`src/rtl/asc_defs.vh`:
```
/*
 * asc_defs.vh: register offsets, field positions, reset values and
 * timing counts of the conversion sequencer.
 * assumes: included by rtl/asc_top.v and the bench; word-addressed register port.
 */
`ifndef ASC_DEFS_VH
`define ASC_DEFS_VH

// register offsets (word index)
`define ASC_OFF_CTRL 4'h0
`define ASC_OFF_MODE 4'h1
`define ASC_OFF_CHAN 4'h2
`define ASC_OFF_SAMP 4'h3
`define ASC_OFF_STAT 4'h4
`define ASC_OFF_RES 4'h5
`define ASC_OFF_IRQ 4'h6
`define ASC_OFF_MASK 4'h7

// control bits
`define ASC_CTRL_START 0
`define ASC_CTRL_STOP 1
`define ASC_CTRL_ENABLE 2

// mode fields
`define ASC_MODE_TRIG_LO 0
`define ASC_MODE_TRIG_HI 1
`define ASC_MODE_SCAN 2
`define ASC_MODE_SEQ 3

// trigger encodings
`define ASC_TRIG_SW 2'h0
`define ASC_TRIG_HW_NOWAIT 2'h1
`define ASC_TRIG_HW_WAIT 2'h2

// last external channel code and the channel codes above the external range
`define ASC_CH_EXT_LAST 5'h0E
`define ASC_CH_TEMP 5'h10
`define ASC_CH_VREF 5'h11
`define ASC_CH_AMP0 5'h12
`define ASC_CH_AMP1 5'h13
`define ASC_CH_REFP 5'h14
`define ASC_CH_REFN 5'h15
`define ASC_CH_LAST 5'h15

// sampling in half conversion-clock cycles: 13.5 clk default
`define ASC_SAMP_RESET 8'h1B
// whole conversion least 31.5 clk, i.e. 63 half cycles
`define ASC_CONV_MIN_HALF 8'h3F
`define ASC_SCAN_COUNT 2'h3

// interrupt status bits
`define ASC_IRQ_END 0
`define ASC_IRQ_SCAN 1

`endif

```
`src/rtl/asc_top.v`:
```
/*
 * asc_top.v: control of the 12-bit conversion sequencer: trigger modes,
 * single and scan channel selection, one-shot and repeated conversion,
 * sampling time, result and interrupt registers.
 * assumes: the conversion core drives a 12-bit result with a one-cycle
 * done pulse on REF_CLK_IN; the hardware trigger arrives from a pin.
 */
`timescale 1ns/100ps
`include "asc_defs.vh"

// Notes on behaviour
// (RQ1) each result is a 12-bit value taken from the conversion core.
// (RQ2) channels 0 through 14 select the external analog inputs.
// (RQ3) in software trigger mode only a written start begins a run.
// (RQ4) in hardware no-wait mode a trigger edge starts at once, core powered.
// (RQ5) in hardware wait mode the core sleeps until a trigger powers it up.
// (RQ6) select mode converts only the programmed channel.
// (RQ7) scan mode converts four consecutive channels upward from the first.
// (RQ8) one-shot mode converts the set once per start, then idles.
// (RQ9) sequential mode repeats the set until software stops it.
// (RQ10) trigger, channel and operation modes are independent fields.
// (RQ11) sampling time is programmable, default 13.5 conversion clocks.
// (RQ12) each conversion takes at least 31.5 conversion clocks.
// (RQ13) reference voltage and temperature sensor are selectable inputs.
// (RQ14) both gain amplifier outputs are selectable inputs.
// (RQ15) self-test may convert both references, inputs, sensor and reference.
// (RQ16) each result is stored readable and raises a conversion-end event.
// (RQ17) software changes settings only while conversion is stopped; the code accepts mode, channel and sampling writes at any time.
module asc_top
#(
    parameter RES_W = 12,
    parameter PWRUP_CYCLES = 8'h10
)
(
    input wire REF_CLK_IN,
    input wire ARST_N_IN,
    input wire [3:0] ADDR_IN,
    input wire [31:0] WDATA_IN,
    input wire WR_IN,
    input wire RD_IN,
    output reg [31:0] RDATA_OUT,
    input wire HW_TRIG_IN,
    input wire CORE_DONE_IN,
    input wire [11:0] CORE_RESULT_IN,
    output reg CORE_POWER_OUT,
    output reg CORE_SAMPLE_OUT,
    output reg CORE_START_OUT,
    output reg [4:0] CORE_CHAN_OUT,
    output reg IRQ_OUT
);

    localparam ST_IDLE = 5'b00001;
    localparam ST_PWRUP = 5'b00010;
    localparam ST_SAMP = 5'b00100;
    localparam ST_CONV = 5'b01000;
    localparam ST_NEXT = 5'b10000;

    reg [4:0] state_reg;
    reg [4:0] state_next;
    reg enable_reg;
    reg [1:0] trig_mode_reg;
    reg scan_reg;
    reg seq_reg;
    reg [4:0] chan_reg;
    reg [7:0] samp_reg;
    reg [11:0] result_reg;
    reg [4:0] result_chan_reg;
    reg [1:0] irq_stat_reg;
    reg [1:0] irq_mask_reg;
    reg [7:0] count_reg;
    reg [7:0] count_next;
    reg [1:0] scan_idx_reg;
    reg [1:0] scan_idx_next;
    reg trig_s1_reg;
    reg trig_s2_reg;
    reg trig_s3_reg;
    reg stop_pend_reg;
    reg done_pulse;
    reg scan_done_pulse;
    reg [4:0] cur_chan;
    reg [4:0] next_chan;

    wire wr_ctrl = WR_IN && (ADDR_IN == `ASC_OFF_CTRL);
    wire sw_start = wr_ctrl && WDATA_IN[`ASC_CTRL_START];
    wire sw_stop = wr_ctrl && WDATA_IN[`ASC_CTRL_STOP];
    wire trig_edge = trig_s2_reg && !trig_s3_reg;
    wire hw_mode = (trig_mode_reg != `ASC_TRIG_SW);
    // a start is either a software write or a trigger edge, never both kinds
    wire go = enable_reg && (hw_mode ? trig_edge : sw_start); // see (RQ3) see (RQ4)
    // conversion phase length: pad so sampling plus conversion reach 31.5 clk
    wire [7:0] conv_half = (samp_reg >= `ASC_CONV_MIN_HALF) ? 8'h01 :
        (`ASC_CONV_MIN_HALF - samp_reg); // see (RQ12)
    wire last_in_set = !scan_reg || (scan_idx_reg == `ASC_SCAN_COUNT);

    // hardware trigger from a pin, two flops then an edge detector
    always @(posedge REF_CLK_IN or negedge ARST_N_IN)
    begin
        if (!ARST_N_IN)
        begin
            trig_s1_reg <= 1'b0;
            trig_s2_reg <= 1'b0;
            trig_s3_reg <= 1'b0;
        end
        else
        begin
            trig_s1_reg <= HW_TRIG_IN;
            trig_s2_reg <= trig_s1_reg;
            trig_s3_reg <= trig_s2_reg;
        end
    end

    // channel of the current conversion; scan steps upward from the base
    // the output follows the next index, so it is already steady when sampling starts
    always @*
    begin
        cur_chan = chan_reg + {3'b000, scan_idx_reg}; // see (RQ7)
        next_chan = chan_reg + {3'b000, scan_idx_next};
        if (!scan_reg)
        begin
            cur_chan = chan_reg; // see (RQ6)
            next_chan = chan_reg;
        end
    end

    // sequencer
    always @*
    begin
        state_next = state_reg;
        count_next = count_reg;
        scan_idx_next = scan_idx_reg;
        done_pulse = 1'b0;
        scan_done_pulse = 1'b0;
        case (state_reg)
            ST_IDLE:
            begin
                scan_idx_next = 2'b00;
                if (go)
                begin
                    if (trig_mode_reg == `ASC_TRIG_HW_WAIT)
                    begin
                        state_next = ST_PWRUP; // see (RQ5)
                        count_next = PWRUP_CYCLES;
                    end
                    else
                    begin
                        state_next = ST_SAMP;
                        count_next = samp_reg; // see (RQ11)
                    end
                end
            end
            ST_PWRUP:
            begin
                count_next = count_reg - 8'h01;
                if (count_reg <= 8'h01)
                begin
                    state_next = ST_SAMP;
                    count_next = samp_reg;
                end
            end
            ST_SAMP:
            begin
                count_next = count_reg - 8'h01;
                if (count_reg <= 8'h01)
                begin
                    state_next = ST_CONV;
                    count_next = conv_half;
                end
            end
            ST_CONV:
            begin
                if (count_reg > 8'h00)
                begin
                    count_next = count_reg - 8'h01;
                end
                // the result is only accepted once the least time has run out
                if (count_reg <= 8'h01 && CORE_DONE_IN)
                begin
                    done_pulse = 1'b1; // see (RQ16)
                    state_next = ST_NEXT;
                end
            end
            ST_NEXT:
            begin
                count_next = samp_reg;
                if (last_in_set)
                begin
                    scan_done_pulse = scan_reg;
                    scan_idx_next = 2'b00;
                    if (seq_reg && !stop_pend_reg && enable_reg)
                    begin
                        state_next = ST_SAMP; // see (RQ9)
                    end
                    else
                    begin
                        state_next = ST_IDLE; // see (RQ8)
                    end
                end
                else if (stop_pend_reg)
                begin
                    state_next = ST_IDLE;
                end
                else
                begin
                    scan_idx_next = scan_idx_reg + 2'b01;
                    state_next = ST_SAMP;
                end
            end
            default:
            begin
                state_next = ST_IDLE;
            end
        endcase
    end

    // one sticky bit per event; the set wins over a write-one-to-clear in the same cycle
    wire [1:0] irq_set;
    wire irq_clr_wr = WR_IN && (ADDR_IN == `ASC_OFF_IRQ);
    genvar g;

    assign irq_set[`ASC_IRQ_END] = done_pulse;
    assign irq_set[`ASC_IRQ_SCAN] = scan_done_pulse;

    generate
        for (g = 0; g < 2; g = g + 1)
        begin : g_irq
            always @(posedge REF_CLK_IN or negedge ARST_N_IN)
            begin
                if (!ARST_N_IN)
                begin
                    irq_stat_reg[g] <= 1'b0;
                end
                else
                begin
                    irq_stat_reg[g] <= irq_set[g] ||
                        (irq_stat_reg[g] && !(irq_clr_wr && WDATA_IN[g])); // see (RQ16)
                end
            end
        end
    endgenerate

    always @(posedge REF_CLK_IN or negedge ARST_N_IN)
    begin
        if (!ARST_N_IN)
        begin
            state_reg <= ST_IDLE;
            count_reg <= 8'h00;
            scan_idx_reg <= 2'b00;
            enable_reg <= 1'b0;
            trig_mode_reg <= `ASC_TRIG_SW;
            scan_reg <= 1'b0;
            seq_reg <= 1'b0;
            chan_reg <= 5'h00;
            samp_reg <= `ASC_SAMP_RESET;
            result_reg <= 12'h000;
            result_chan_reg <= 5'h00;
            irq_mask_reg <= 2'b00;
            stop_pend_reg <= 1'b0;
            RDATA_OUT <= 32'h0000_0000;
            CORE_POWER_OUT <= 1'b0;
            CORE_SAMPLE_OUT <= 1'b0;
            CORE_START_OUT <= 1'b0;
            CORE_CHAN_OUT <= 5'h00;
            IRQ_OUT <= 1'b0;
        end
        else
        begin
            state_reg <= state_next;
            count_reg <= count_next;
            scan_idx_reg <= scan_idx_next;
            // stop held until the run ends, so a stop during a set is not lost
            if (sw_stop && state_reg != ST_IDLE)
            begin
                stop_pend_reg <= 1'b1; // see (RQ9)
            end
            else if (state_reg == ST_IDLE || state_next == ST_IDLE)
            begin
                stop_pend_reg <= 1'b0;
            end
            if (WR_IN)
            begin
                case (ADDR_IN)
                    `ASC_OFF_CTRL:
                    begin
                        enable_reg <= WDATA_IN[`ASC_CTRL_ENABLE];
                    end
                    `ASC_OFF_MODE:
                    begin
                        // fields are independent; no combination is refused
                        trig_mode_reg <= WDATA_IN[`ASC_MODE_TRIG_HI:`ASC_MODE_TRIG_LO]; // see (RQ10)
                        scan_reg <= WDATA_IN[`ASC_MODE_SCAN];
                        seq_reg <= WDATA_IN[`ASC_MODE_SEQ];
                    end
                    `ASC_OFF_CHAN:
                    begin
                        // codes past the last internal input are ignored; the channel keeps its value
                        if (WDATA_IN[4:0] <= `ASC_CH_LAST) // see (RQ13) see (RQ14) see (RQ15)
                        begin
                            chan_reg <= WDATA_IN[4:0]; // see (RQ2)
                        end
                    end
                    `ASC_OFF_SAMP:
                    begin
                        samp_reg <= WDATA_IN[7:0]; // see (RQ11)
                    end
                    `ASC_OFF_MASK:
                    begin
                        irq_mask_reg <= WDATA_IN[1:0];
                    end
                    default:
                    begin
                    end
                endcase
            end
            if (done_pulse)
            begin
                result_reg <= CORE_RESULT_IN[RES_W-1:0]; // see (RQ1) see (RQ16)
                result_chan_reg <= cur_chan;
            end
            IRQ_OUT <= |(irq_stat_reg & irq_mask_reg);
            // wait mode keeps the core unpowered between triggers
            if (trig_mode_reg == `ASC_TRIG_HW_WAIT)
            begin
                CORE_POWER_OUT <= (state_next != ST_IDLE); // see (RQ5)
            end
            else
            begin
                // a set already running keeps power, so a disable cannot cut a conversion
                CORE_POWER_OUT <= enable_reg || (state_next != ST_IDLE); // see (RQ4)
            end
            CORE_SAMPLE_OUT <= (state_next == ST_SAMP);
            CORE_START_OUT <= (state_reg == ST_SAMP) && (state_next == ST_CONV);
            CORE_CHAN_OUT <= next_chan;
            RDATA_OUT <= 32'h0000_0000;
            if (RD_IN)
            begin
                case (ADDR_IN)
                    `ASC_OFF_CTRL:
                    begin
                        RDATA_OUT <= {29'h0, enable_reg, 2'b00};
                    end
                    `ASC_OFF_MODE:
                    begin
                        RDATA_OUT <= {28'h0, seq_reg, scan_reg, trig_mode_reg};
                    end
                    `ASC_OFF_CHAN:
                    begin
                        RDATA_OUT <= {27'h0, chan_reg};
                    end
                    `ASC_OFF_SAMP:
                    begin
                        RDATA_OUT <= {24'h0, samp_reg};
                    end
                    `ASC_OFF_STAT:
                    begin
                        RDATA_OUT <= {24'h0, scan_idx_reg, stop_pend_reg, state_reg};
                    end
                    `ASC_OFF_RES:
                    begin
                        RDATA_OUT <= {11'h0, result_chan_reg, 4'h0, result_reg};
                    end
                    `ASC_OFF_IRQ:
                    begin
                        RDATA_OUT <= {30'h0, irq_stat_reg};
                    end
                    `ASC_OFF_MASK:
                    begin
                        RDATA_OUT <= {30'h0, irq_mask_reg};
                    end
                    default:
                    begin
                        RDATA_OUT <= 32'h0000_0000;
                    end
                endcase
            end
        end
    end

endmodule

```
`config.mk`:
```
export PLATFORM = sky130hd
export DESIGN_NAME = asc_top
export DESIGN_NICKNAME = d
export VERILOG_FILES = /design/src/rtl/asc_top.v
export VERILOG_INCLUDE_DIRS = /design/src /design/src/rtl
export SDC_FILE = /design/constraint.sdc
export NUM_CORES = 1
export LEC_CHECK = 0
export ABC_AREA = 1
export BUFFER_PORTS_ARGS = -buffer_cell sky130_fd_sc_hd__buf_2
export CAP_MARGIN = 0
export CORE_MARGIN = 5
export CORE_UTILIZATION = 23
export CTS_CLUSTER_DIAMETER = 200
export CTS_CLUSTER_SIZE = 30
export DETAILED_ROUTE_END_ITERATION = 12
export GPL_ROUTABILITY_DRIVEN = 0
export HOLD_SLACK_MARGIN = 0.12
export PLACE_DENSITY = 0.42
export SLEW_MARGIN = 15
export SYNTH_ARGS = -nofsm -noshare
export SYNTH_HDL_FRONTEND = slang
export SYNTH_SLANG_ARGS = --single-unit
```
`constraint.sdc`:
```
create_clock -name REF_CLK_IN -period 3 [get_ports REF_CLK_IN]
set_input_delay 0 -clock REF_CLK_IN [delete_from_list [all_inputs] [get_ports REF_CLK_IN]]
set_output_delay 0 -clock REF_CLK_IN [all_outputs]
set_load 0.005 [all_outputs]
```
==> results by group, run 1 <==
Placed design
  – PortBufs: 55
  – HPWL after DPL: 9.51 mm
  – Dpl ws: 0.556 ns

Worst setup path
  – CP arrival: 2.70 ns
  – Worst reg2reg startpoint: state_reg[3]$_DFF_PN0_
  – Crit end category: flip-flop
  – CP Launch Point: state_reg[3]$_DFF_PN0_
  – CP Class: reg2reg
  – Worst Reg-to-Reg Cells: 11
  – FF-to-FF setup slack: 0.54 ns
  – CP required: 3.24 ns
  – Crit Path Max Fanout: 9
  – RR Endpoint: CORE_CHAN_OUT[1]$_DFF_PN0_
  – CP Launch Type: flip-flop
  – Setup crit end: CORE_CHAN_OUT[1]$_DFF_PN0_

Floorplan
  – Core Rows: 50
  – Chip width: 149 microns
  – Starting Density: 23.6%
  – Die ar.: 0.0222 sq mm
  – Top-level I/O count: 95
  – Core Box Area: 0.0188 sq mm
  – Die Y-Extent: 149 microns

Pwr
  – Sw Share: 36.0%
  – Flop pwr share: 39.6%
  – Int Pwr: 2.37 mW
  – Pleak: 2.85 nW
  – Clock network power share: 32.1%
  – Worst VDD drop: 0.355 mV
  – Pwr Density: 662 mW/mm^2
  – NetSw: 1.33 mW
  – Combinational Power Share: 28.3%

Finish
  – Inserted Diodes: 0
  – Nets@finish: 712
  – Max reg flops: 17
  – Layout area overhead: 26.0%
  – Register area: 0.00211 sq mm
  – Area of the multi-input gates: 0.00194 sq mm
  – Share of layout cells above drive strength 1: 16.0%
  – Fillers: 2044

CTS
  – CTS tree: built
  – Post_cts resized: 0
  – Post CTS Setup Buffer Count: 0
  – Post-cts hold buffer count: 32
  – H-tree lvl count: 3
  – CTS clk-pin slew, worst paths: 0.07 ns
  – CTS root buf: clkbuf_16
  – Clock tree buffer depth: 2
  – Num CTS Buffers: 9
  – Clk Latency, worst-skew pair: 0.35 ns
  – TritonCTS Sinks: 84

STA
  – Tmin final: 2.46 ns
  – Min Hold Slack: 0.180 ns
  – Setup Viol. Count Final: 0
  – Worst-Margin Slew: 0.775 ns
  – Total negative slack: 0 ns
  – Max frequency: 406 MHz
  – Skew final: 0.00646 ns
  – RSZ-0062 raised after global routing: no
  – Final hold vios: 0
  – Final setup margin: 0.540 ns
  – Slew Viols, Final: 0
  – Fin crit share: 82.0%
  – Slew Limit Headroom: 48.3%

Yosys
  – Post-synth EDFFs: 0
  – Main synth FF type: dfrtp_1
  – Cell Area, Synth: 0.00444 sq mm
  – Yosys warnings: 0
  – Number of synthesized register bits: 84
  – Synth Instances: 555
  – Ys async rst share: 100%
  – Sequential share of the synthesized area: 47.5%
  – Yosys cell types: 41
  – Post-Syn Area per Cell: 8.00 sq um

Detailed routing
  – Via/cell ratio: 4.20
  – Antenna-violating nets left: 0
  – DR DRC count: 0
  – Initial DRC count: 244
  – WL/cell: 13.7 microns
  – DR WL met2: 5.58 mm
  – Met3 Wirelength: 549 microns
  – Max Used Layer: met4
  – Final wirelength: 12.5 mm
  – DRT Pass-1 Iters: 5
  – Routed metal-1 wire length: 6.13 mm
  – Via count: 3830

Global route
  – Total GRT Usage: 11.9%
  – Largest net degree at the start of global routing: 85
  – Gr ovfl total: 0
  – Vias in the first global route: 3897
  – First-pass GRT wire length: 20.7 mm
  – Initial antenna violation count: 0

Status
  – Status: finished, final reports clean

Hold path
  – Hold Crit Class: in2reg

Run
  – Max-cap violation count: 0
cells in the final DEF, fill, tap and decap left out, types with 2 or more instances in the layout:
cell	netlist	layout
clkbuf_8	0	2
buf_2	0	54
xnor2_1	3	3
dfrtp_1	79	79
nand4_1	8	8
nand2_2	5	5
nand2_1	165	165
a21oi_1	11	11
ha_1	9	9
inv_2	3	3
o211ai_1	2	2
nor2_2	5	5
clkbuf_16	0	9
xor2_1	5	5
nand3_2	3	3
nor2_1	40	40
nor3_1	3	3
o221ai_1	3	3
nand3_1	35	35
dlygate4sd3_1	0	32
o22ai_1	7	7
conb_1	1	15
fa_1	2	2
a211oi_1	2	2
inv_1	75	75
nor2_4	6	6
o21ai_0	43	43
inv_6	0	3
dfstp_2	5	5
per-stage QoR:
stage	area, sq um	utilization [%]	cells	power [mW]
after floorplan	4490	-	569	2.18
after global placement	4950	26.3	864	2.50
after detailed placement	4950	26.3	864	2.51
after CTS	5590	29.7	912	3.75
after global routing	5600	29.7	912	3.97
final	5600	29.7	912	3.70
cell usage after synthesis (2+ instances only):
cell type | count | share of area (%)
a211oi_1 | 2 | 0.34
a21oi_1 | 11 | 1.2
buf_4 | 17 | 2.9
clkbuf_1 | 3 | 0.25
dfrtp_1 | 79 | 45
dfstp_2 | 5 | 3.0
fa_1 | 2 | 0.90
ha_1 | 9 | 2.5
inv_1 | 75 | 6.3
inv_2 | 3 | 0.25
nand2_1 | 165 | 14
nand2_2 | 5 | 0.70
nand3_1 | 35 | 3.9
nand3_2 | 3 | 0.68
nand4_1 | 8 | 1.1
nor2_1 | 40 | 3.4
nor2_2 | 5 | 0.70
nor2_4 | 6 | 1.5
nor3_1 | 3 | 0.34
o211ai_1 | 2 | 0.34
o21ai_0 | 43 | 4.8
o221ai_1 | 3 | 0.59
o22ai_1 | 7 | 0.99
xnor2_1 | 3 | 0.59
xor2_1 | 5 | 0.99
area by class of cell:
| cell class | count | area share [%] |
|---|---|---|
| inverter | 79 | 5.30 |
| timing repair buffer | 88 | 10.9 |
| multi-input combinational | 385 | 34.7 |
| tap | 260 | 5.81 |
| clock buffer | 11 | 4.52 |
| clock inverter | 5 | 1.16 |
| sequential | 84 | 37.7 |
power by group through the flow:
stage                     logic (mW)  registers [mW]  clock network, mW
after floorplan                0.745            1.43                  0
after global placement          1.02            1.48                  0
after detailed placement        1.03            1.49                  0
after CTS                       1.06            1.47               1.23
after global routing            1.20            1.49               1.27
final                           1.05            1.47               1.19
cells by family (layout without fill, tap and decap cells):
logic type               count (synthesis)  count (layout)  synth area share, %
AND/OR/NAND/NOR                        275             275                 27.6
buffers and inverters                  100             183                 10.1
flip-flops                              84              84                 47.5
AO/OA/AOI/OAI                           75              75                 9.55
adder cells (fa/ha/maj)                 11              11                 3.44
XOR/XNOR                                 8               8                 1.58
other                                    1              15               0.0844
multiplexers                             1               1                0.225
worst min-delay path by stage:
stage                     startpoint                     endpoint  slack (ns)  cells after the start
after global placement    HW_TRIG_IN        trig_s1_reg$_DFF_PN0_        0.11                      1
after global routing      ADDR_IN[1]  irq_mask_reg[1]$_DFFE_PN0P_        0.22                      5
after floorplan            ARST_N_IN   CORE_CHAN_OUT[0]$_DFF_PN0_       -0.30                      0
after detailed placement  HW_TRIG_IN        trig_s1_reg$_DFF_PN0_        0.11                      1
after CTS                 ADDR_IN[1]  irq_mask_reg[0]$_DFFE_PN0P_        0.16                      5
final                     ADDR_IN[1]  irq_mask_reg[0]$_DFFE_PN0P_        0.18                      5
layer usage:
layer / track usage [%] / up-vias
li1: - / 1925
met1: 16.7 / 1806
met2: 18.1 / 86
met3: 2.04 / 13
met4: 4.67 / 0
met5: 0 / -
worst max-delay path, stage by stage, from the launching register on:
cell and delay, ns:
dfrtp_1 0.43, nor2_2 0.20, nand3_2 0.23, inv_1 0.20, nand3_1 0.08, o21ai_0 0.11, inv_1 0.09, mux2i_1 0.23
ha_1 0.23, fa_1 0.42, nand2_1 0.08, nand2_1 0.05
Power figures use the tool's default switching activity.
==> run 2, diff against run 1 <==
- ABC_AREA: 1 -> 0
- PLACE_DENSITY: 0.42 -> 0.44
- clock period: 3 -> 2.1 ns (I/O delays scaled with it)
==> run 2 against run 1 <==
The flow now finishes with violations (negative setup slack); core utilization increased by 2.4 points; synthesized area decreased by 4.5%; clock skew increased by 0.0011 ns; flip-flop and latch count unchanged; worst hold slack got worse by 0.034 ns; cell area increased by 3.8%; final cell count decreased by 16%; critical path depth decreased by 3; global-route usage about the same.
==> results by group, run 2 <==
Status
  – Status: finished, violations left
  – Violated checks: negative setup slack

Worst setup path
  – Crit end category: flip-flop
  – CP arrival: 2.52 ns
  – Crit Path Max Fanout: 6
  – CP bufs+invs: 2
  – Slowest stage delay, CP: 0.57 ns
  – CP Launch Type: flip-flop
  – CP Cell Sequence: or4_4 -> or4_4 -> a21oi_4 -> buf_4 -> buf_4 -> nor2_1 -> nand3_1 -> o311ai_1
  – Top cell family by delay on the critical path: simple AND/OR/NAND/NOR gates
  – Slowest-stage cell, CP: or4_4
  – CP required: 2.33 ns
  – CP Class: reg2reg

Detailed routing
  – DR DRC count: 0
  – Initial DRC count: 256
  – Final wirelength: 12.4 mm
  – Via/cell ratio: 4.55
  – Antenna-violating nets left: 0
  – WL/cell: 16.2 microns
  – Via count: 3469
  – DRT Pass-1 Iters: 4

Finish
  – Finished Cell Area: 0.00581 sq mm
  – Share of layout cells above drive strength 1: 37.9%
  – Most frequent cells in the layout: 78 x dfrtp_1, 54 x buf_2, 54 x buf_4, 38 x mux2_2, 37 x nor2_1
  – Area of the multi-input gates: 0.00208 sq mm
  – Final core utilization: 32.1%
  – Most common cell after layout, fill and taps aside: dfrtp_1
  – Nets@finish: 593
  – Max reg flops: 17
  – Layout area overhead: 36.8%
  – Final Non-Filler Cells: 762
  – Register area: 0.00211 sq mm
  – Inserted Diodes: 0
  – Fillers: 1849

Yosys
  – Yosys warnings: 0
  – Synth Instances: 399
  – Ys async rst share: 100%
  – Post-synth top cells: 79 x dfrtp_1, 43 x nor2_1, 39 x mux2_2, 29 x nand2_1, 21 x a21oi_1
  – Yosys cell types: 56
  – Top post-synthesis cells by area: dfrtp_1 47%, mux2_2 10%, nor2_1 3.8%
  – Yosys top cell area share: 46.6%
  – Post-Syn Area per Cell: 10.6 sq um
  – Main synth FF type: dfrtp_1
  – Top-count cell post-synth: dfrtp_1
  – Post-synth EDFFs: 0
  – Number of synthesized register bits: 84
  – Cell Area, Synth: 0.00424 sq mm
  – Sequential share of the synthesized area: 49.7%
  – Synth area leader: dfrtp_1

Pwr
  – NetSw: 1.82 mW
  – Int Pwr: 3.63 mW
  – Worst VDD drop: 0.331 mV
  – Sw Share: 33.4%
  – Combinational Power Share: 30.8%
  – Pleak: 2.74 nW
  – Clock network power share: 30.7%
  – Pwr Density: 940 mW/mm^2
  – Flop pwr share: 38.5%

CTS
  – Clock tree buffer depth: 2
  – CTS root buf: clkbuf_16
  – Clk Latency, worst-skew pair: 0.35 ns
  – H-tree lvl count: 3
  – CTS tree: built
  – TritonCTS Sinks: 84
  – Num CTS Buffers: 9
  – CTS clk-pin slew, worst paths: 0.06 ns

Floorplan
  – Chip width: 146 microns
  – Core Rows: 49
  – Top-level I/O count: 95
  – Starting Density: 23.5%
  – Die ar.: 0.0213 sq mm
  – Die Y-Extent: 146 microns
  – Core Box Area: 0.0181 sq mm

Hold path
  – Hold Crit Class: in2reg

Placed design
  – Placed cell count: 713
  – Dpl ws: -0.206 ns
  – PortBufs: 55
  – HPWL after DPL: 9.20 mm
  – Placed Area: 0.00508 sq mm

STA
  – Slew Limit Headroom: 61.8%
  – Fin crit share: 109%
  – Final setup margin: -0.198 ns
  – Skew final: 0.00753 ns
  – RSZ-0062 raised after global routing: yes
  – Final hold vios: 0
  – Min Hold Slack: 0.146 ns
  – Max frequency: 435 MHz
  – Worst-Margin Slew: 0.573 ns
  – Tmin final: 2.30 ns
  – Slew Viols, Final: 0
  – Setup Viol. Count Final: 27

Global route
  – Initial antenna violation count: 0
  – Vias in the first global route: 3572
  – Gr ovfl total: 0
  – Largest net degree at the start of global routing: 44
  – Total GRT Usage: 11.9%
  – First-pass GRT wire length: 19.9 mm

Run
  – Max-cap violation count: 0
-- run 2: changes by cell type after synthesis, moves of 6 or more --
cell / delta
a21oi_1: +10
a221oi_1: +6
and2_1: +9
and3_1: +8
clkbuf_1: +6
inv_1: -63
mux2_2: +39
nand2_1: -136
nand3_1: -27
nor2_4: -6
o21ai_0: -33
-- run 2: power by group through the flow --
stage | Clock (mW) | Combinational [mW] | Sequential, mW
global route | 1.80 | 1.85 | 2.13
finish | 1.68 | 1.68 | 2.10
global placement | 0 | 1.56 | 2.11
detailed placement | 0 | 1.56 | 2.11
CTS | 1.73 | 1.64 | 2.10
floorplan | 0 | 0.897 | 2.07
-- run 2: per-layer routing --
| layer | global-route usage (%) | share of wire (%) |
|---|---|---|
| met5 | 0 | 0 |
| met4 | 4.89 | 1.9 |
| met3 | 2.68 | 4.7 |
| met2 | 18.0 | 46 |
| met1 | 16.4 | 48 |
-- run 2: path summary, 6_finish.rpt --
check                                         start                    endpoint  slack, ns  depth (start not counted)
setup reg to reg           count_reg[5]$_DFFE_PN0P_    count_reg[6]$_DFFE_PN0P_      -0.20                          8
max in group asynchronous                 ARST_N_IN      state_reg[0]$_DFF_PN1_       1.23                          3
min in group asynchronous                 ARST_N_IN  CORE_CHAN_OUT[2]$_DFF_PN0_       0.18                          2
setup / recovery           count_reg[5]$_DFFE_PN0P_    count_reg[6]$_DFFE_PN0P_      -0.20                          8
hold reg to reg               trig_s1_reg$_DFF_PN0_       trig_s2_reg$_DFF_PN0_       0.35                          0
hold / removal                                RD_IN      RDATA_OUT[1]$_DFF_PN0_       0.15                          3
-- run 2: cell type report --
| type | count | area share (%) |
|---|---|---|
| sequential | 84 | 36.3 |
| clock buffer | 9 | 3.88 |
| tap | 229 | 4.93 |
| timing repair buffer | 135 | 16.6 |
| inverter | 12 | 0.776 |
| clock inverter | 7 | 1.62 |
| multi-input combinational | 286 | 35.8 |
-- run 2: cells by family after synthesis --
logic type | count (synthesis) | synth area share [%]
adder cells (fa/ha/maj) | 11 | 3.60
flip-flops | 84 | 49.7
XOR/XNOR | 11 | 2.27
AND/OR/NAND/NOR | 129 | 14.9
AO/OA/AOI/OAI | 74 | 11.9
buffers and inverters | 44 | 5.51
multiplexers | 45 | 12.1
other | 1 | 0.0884
-- run 2: timing repair --
item                                   CTS  global route
cloned                                   1             0
setup buffers                            4             4
pin swaps                               10             7
resized for setup                       15             7
hold buffers                            25             0
setup endpoints to repair               33            31
endpoints found under the hold margin  117             0
-- run 2: stage by stage --
step / total power, mW / setup TNS [ns]
2_1_floorplan: 2.97 / -2.63
3_3_place_gp: 3.66 / -2.36
3_5_place_dp: 3.67 / -3.37
4_1_cts: 5.47 / -1.45
5_1_grt: 5.78 / -3.89
6_report: 5.46 / -2.40
-- run 2: tightest hold or removal path, stage by stage --
cell      delay, ns
buf_2          0.12
nand2b_1       0.26
a31oi_1        0.07
==> run 3, diff against run 2 <==
- BUFFER_PORTS_ARGS: -buffer_cell sky130_fd_sc_hd__buf_2 -> -buffer_cell sky130_fd_sc_hd__buf_4
==> run 3 against run 2 <==
The run still ends with negative setup slack left; global-route usage shrank 0.18 points; sequential share of layout area decreased by 0.49 points; clock skew increased by 0.0054 ns; critical endpoint is now count_reg[4]$_DFFE_PN0P_; largest cell class unchanged; largest power group unchanged; highest routed layer unchanged.
==> results by group, run 3 (synthesis results as in run 2) <==
Worst setup path
  – CP Launch Type: flip-flop
  – CP Cell Sequence: or4_4 -> or4_4 -> a21oi_4 -> buf_4 -> o211ai_1 -> a22o_1
  – CP required: 2.34 ns
  – CP arrival: 2.44 ns
  – Crit Path Max Fanout: 7
  – CP Class: reg2reg
  – Top cell family by delay on the critical path: simple AND/OR/NAND/NOR gates
  – CP bufs+invs: 1
  – Cell repeated most along the worst path: or4_4
  – Crit end category: flip-flop
  – Slowest stage delay, CP: 0.55 ns
  – Slowest-stage cell, CP: or4_4

STA
  – RSZ-0062 raised after global routing: yes
  – Max frequency: 454 MHz
  – Setup Viol. Count Final: 21
  – Slew Viols, Final: 0
  – Tmin final: 2.20 ns
  – Skew final: 0.0129 ns
  – Min Hold Slack: 0.147 ns
  – Fin crit share: 105%
  – Worst-Margin Slew: 0.533 ns
  – Final hold vios: 0
  – Final setup margin: -0.103 ns
  – Slew Limit Headroom: 64.3%

Placed design
  – PortBufs: 55
  – HPWL after DPL: 9.09 mm

CTS
  – CTS root buf: clkbuf_16
  – CTS clk-pin slew, worst paths: 0.07 ns
  – Clock tree buffer depth: 2
  – TritonCTS Sinks: 84
  – H-tree lvl count: 3
  – CTS tree: built
  – Clk Latency, worst-skew pair: 0.35 ns
  – Num CTS Buffers: 9

Pwr
  – Pwr Density: 909 mW/mm^2
  – Pleak: 2.76 nW
  – Worst VDD drop: 0.323 mV

Detailed routing
  – DRT Pass-1 Iters: 5
  – Via/cell ratio: 4.44
  – Antenna-violating nets left: 0
  – WL/cell: 16.1 microns
  – Via count: 3359
  – DR DRC count: 0
  – Final wirelength: 12.2 mm
  – Initial DRC count: 228

Finish
  – Layout area overhead: 38.7%
  – Inserted Diodes: 0
  – Final core utilization: 32.5%
  – Share of layout cells above drive strength 1: 36.6%
  – Most frequent cells in the layout: 101 x buf_4, 78 x dfrtp_1, 40 x nor2_1, 38 x mux2_2, 29 x nand2_1
  – Nets@finish: 588
  – Max reg flops: 17
  – Most common cell after layout, fill and taps aside: buf_4

Hold path
  – Hold Crit Class: in2async

Floorplan
  – Core Box Area: 0.0181 sq mm
  – Die Y-Extent: 146 microns
  – Chip width: 146 microns
  – Starting Density: 23.5%
  – Core Rows: 49
  – Top-level I/O count: 95
  – Die ar.: 0.0213 sq mm

Global route
  – Initial antenna violation count: 0
  – Gr ovfl total: 0
  – Total GRT Usage: 11.7%
  – Vias in the first global route: 3594
  – Largest net degree at the start of global routing: 50
  – First-pass GRT wire length: 19.7 mm

Status
  – Status: finished, violations left
  – Violated checks: negative setup slack

Run
  – Max-cap violation count: 0
run 3: changes by cell type in the layout (fill, tap and decap cells not counted), sizes merged:
cell,delta
inv,-1
clkbuf,+1
clkinv,+1
buf,-5
a21oi,-1
dlygate4sd3,+1
bufinv,-1
run 3: through the flow:
stage | setup TNS (ns) | setup WS [ns] | cells | instance area [sq um] | power, mW
2_1_floorplan | -2.63 | -0.230 | 413 | 4340 | 2.97
3_3_place_gp | -2.01 | -0.170 | 711 | 5220 | 3.73
3_5_place_dp | -2.21 | -0.203 | 711 | 5220 | 3.73
4_1_cts | -1.02 | -0.139 | 753 | 5820 | 5.36
5_1_grt | -3.71 | -0.224 | 757 | 5890 | 5.68
6_report | -0.799 | -0.103 | 757 | 5890 | 5.35
run 3: cell type report:
cell class | count | area (sq um)
fillers | 1842 | 12200
flip-flops and latches | 84 | 2110
multi-input cells | 285 | 2070
repair buffers | 131 | 1090
well taps | 229 | 287
clock buffers | 10 | 239
clock inverters | 6 | 46.3
inverters | 12 | 45.0
run 3: final timing paths:
kind / startpoint / endpoint / slack [ns] / cells past startpoint
worst max-delay path: count_reg[5]$_DFFE_PN0P_ / count_reg[4]$_DFFE_PN0P_ / -0.10 / 6
worst max register to register: count_reg[5]$_DFFE_PN0P_ / count_reg[4]$_DFFE_PN0P_ / -0.10 / 6
max in group asynchronous: ARST_N_IN / state_reg[0]$_DFF_PN1_ / 1.25 / 3
worst min register to register: trig_s1_reg$_DFF_PN0_ / trig_s2_reg$_DFF_PN0_ / 0.36 / 0
min in group REF_CLK_IN: RD_IN / RDATA_OUT[7]$_DFF_PN0_ / 0.15 / 3
worst min-delay path: ARST_N_IN / CORE_CHAN_OUT[4]$_DFF_PN0_ / 0.15 / 2
run 3: power breakdown:
part / leakage [nW] / internal [mW] / switching, mW / total, mW
Combinational: 1.52 / 0.861 / 0.851 / 1.71
Clock: 0.141 / 0.843 / 0.680 / 1.52
Sequential: 1.10 / 1.87 / 0.244 / 2.11
run 3: per-layer routing:
layer / wire length, microns / GRT usage (%)
met5: 0 / 0
met4: 223 / 4.51
met3: 492 / 2.24
met2: 5490 / 17.8
met1: 5950 / 16.5
run 3: timing repair:
action                                  in CTS  in global routing
endpoints found under the hold margin      122                  0
hold buffers                                26                  0
pin swaps                                    8                  5
endpoints found under the setup margin      32                 32
buffers inserted                             1                  4
resized for setup                           14                  6
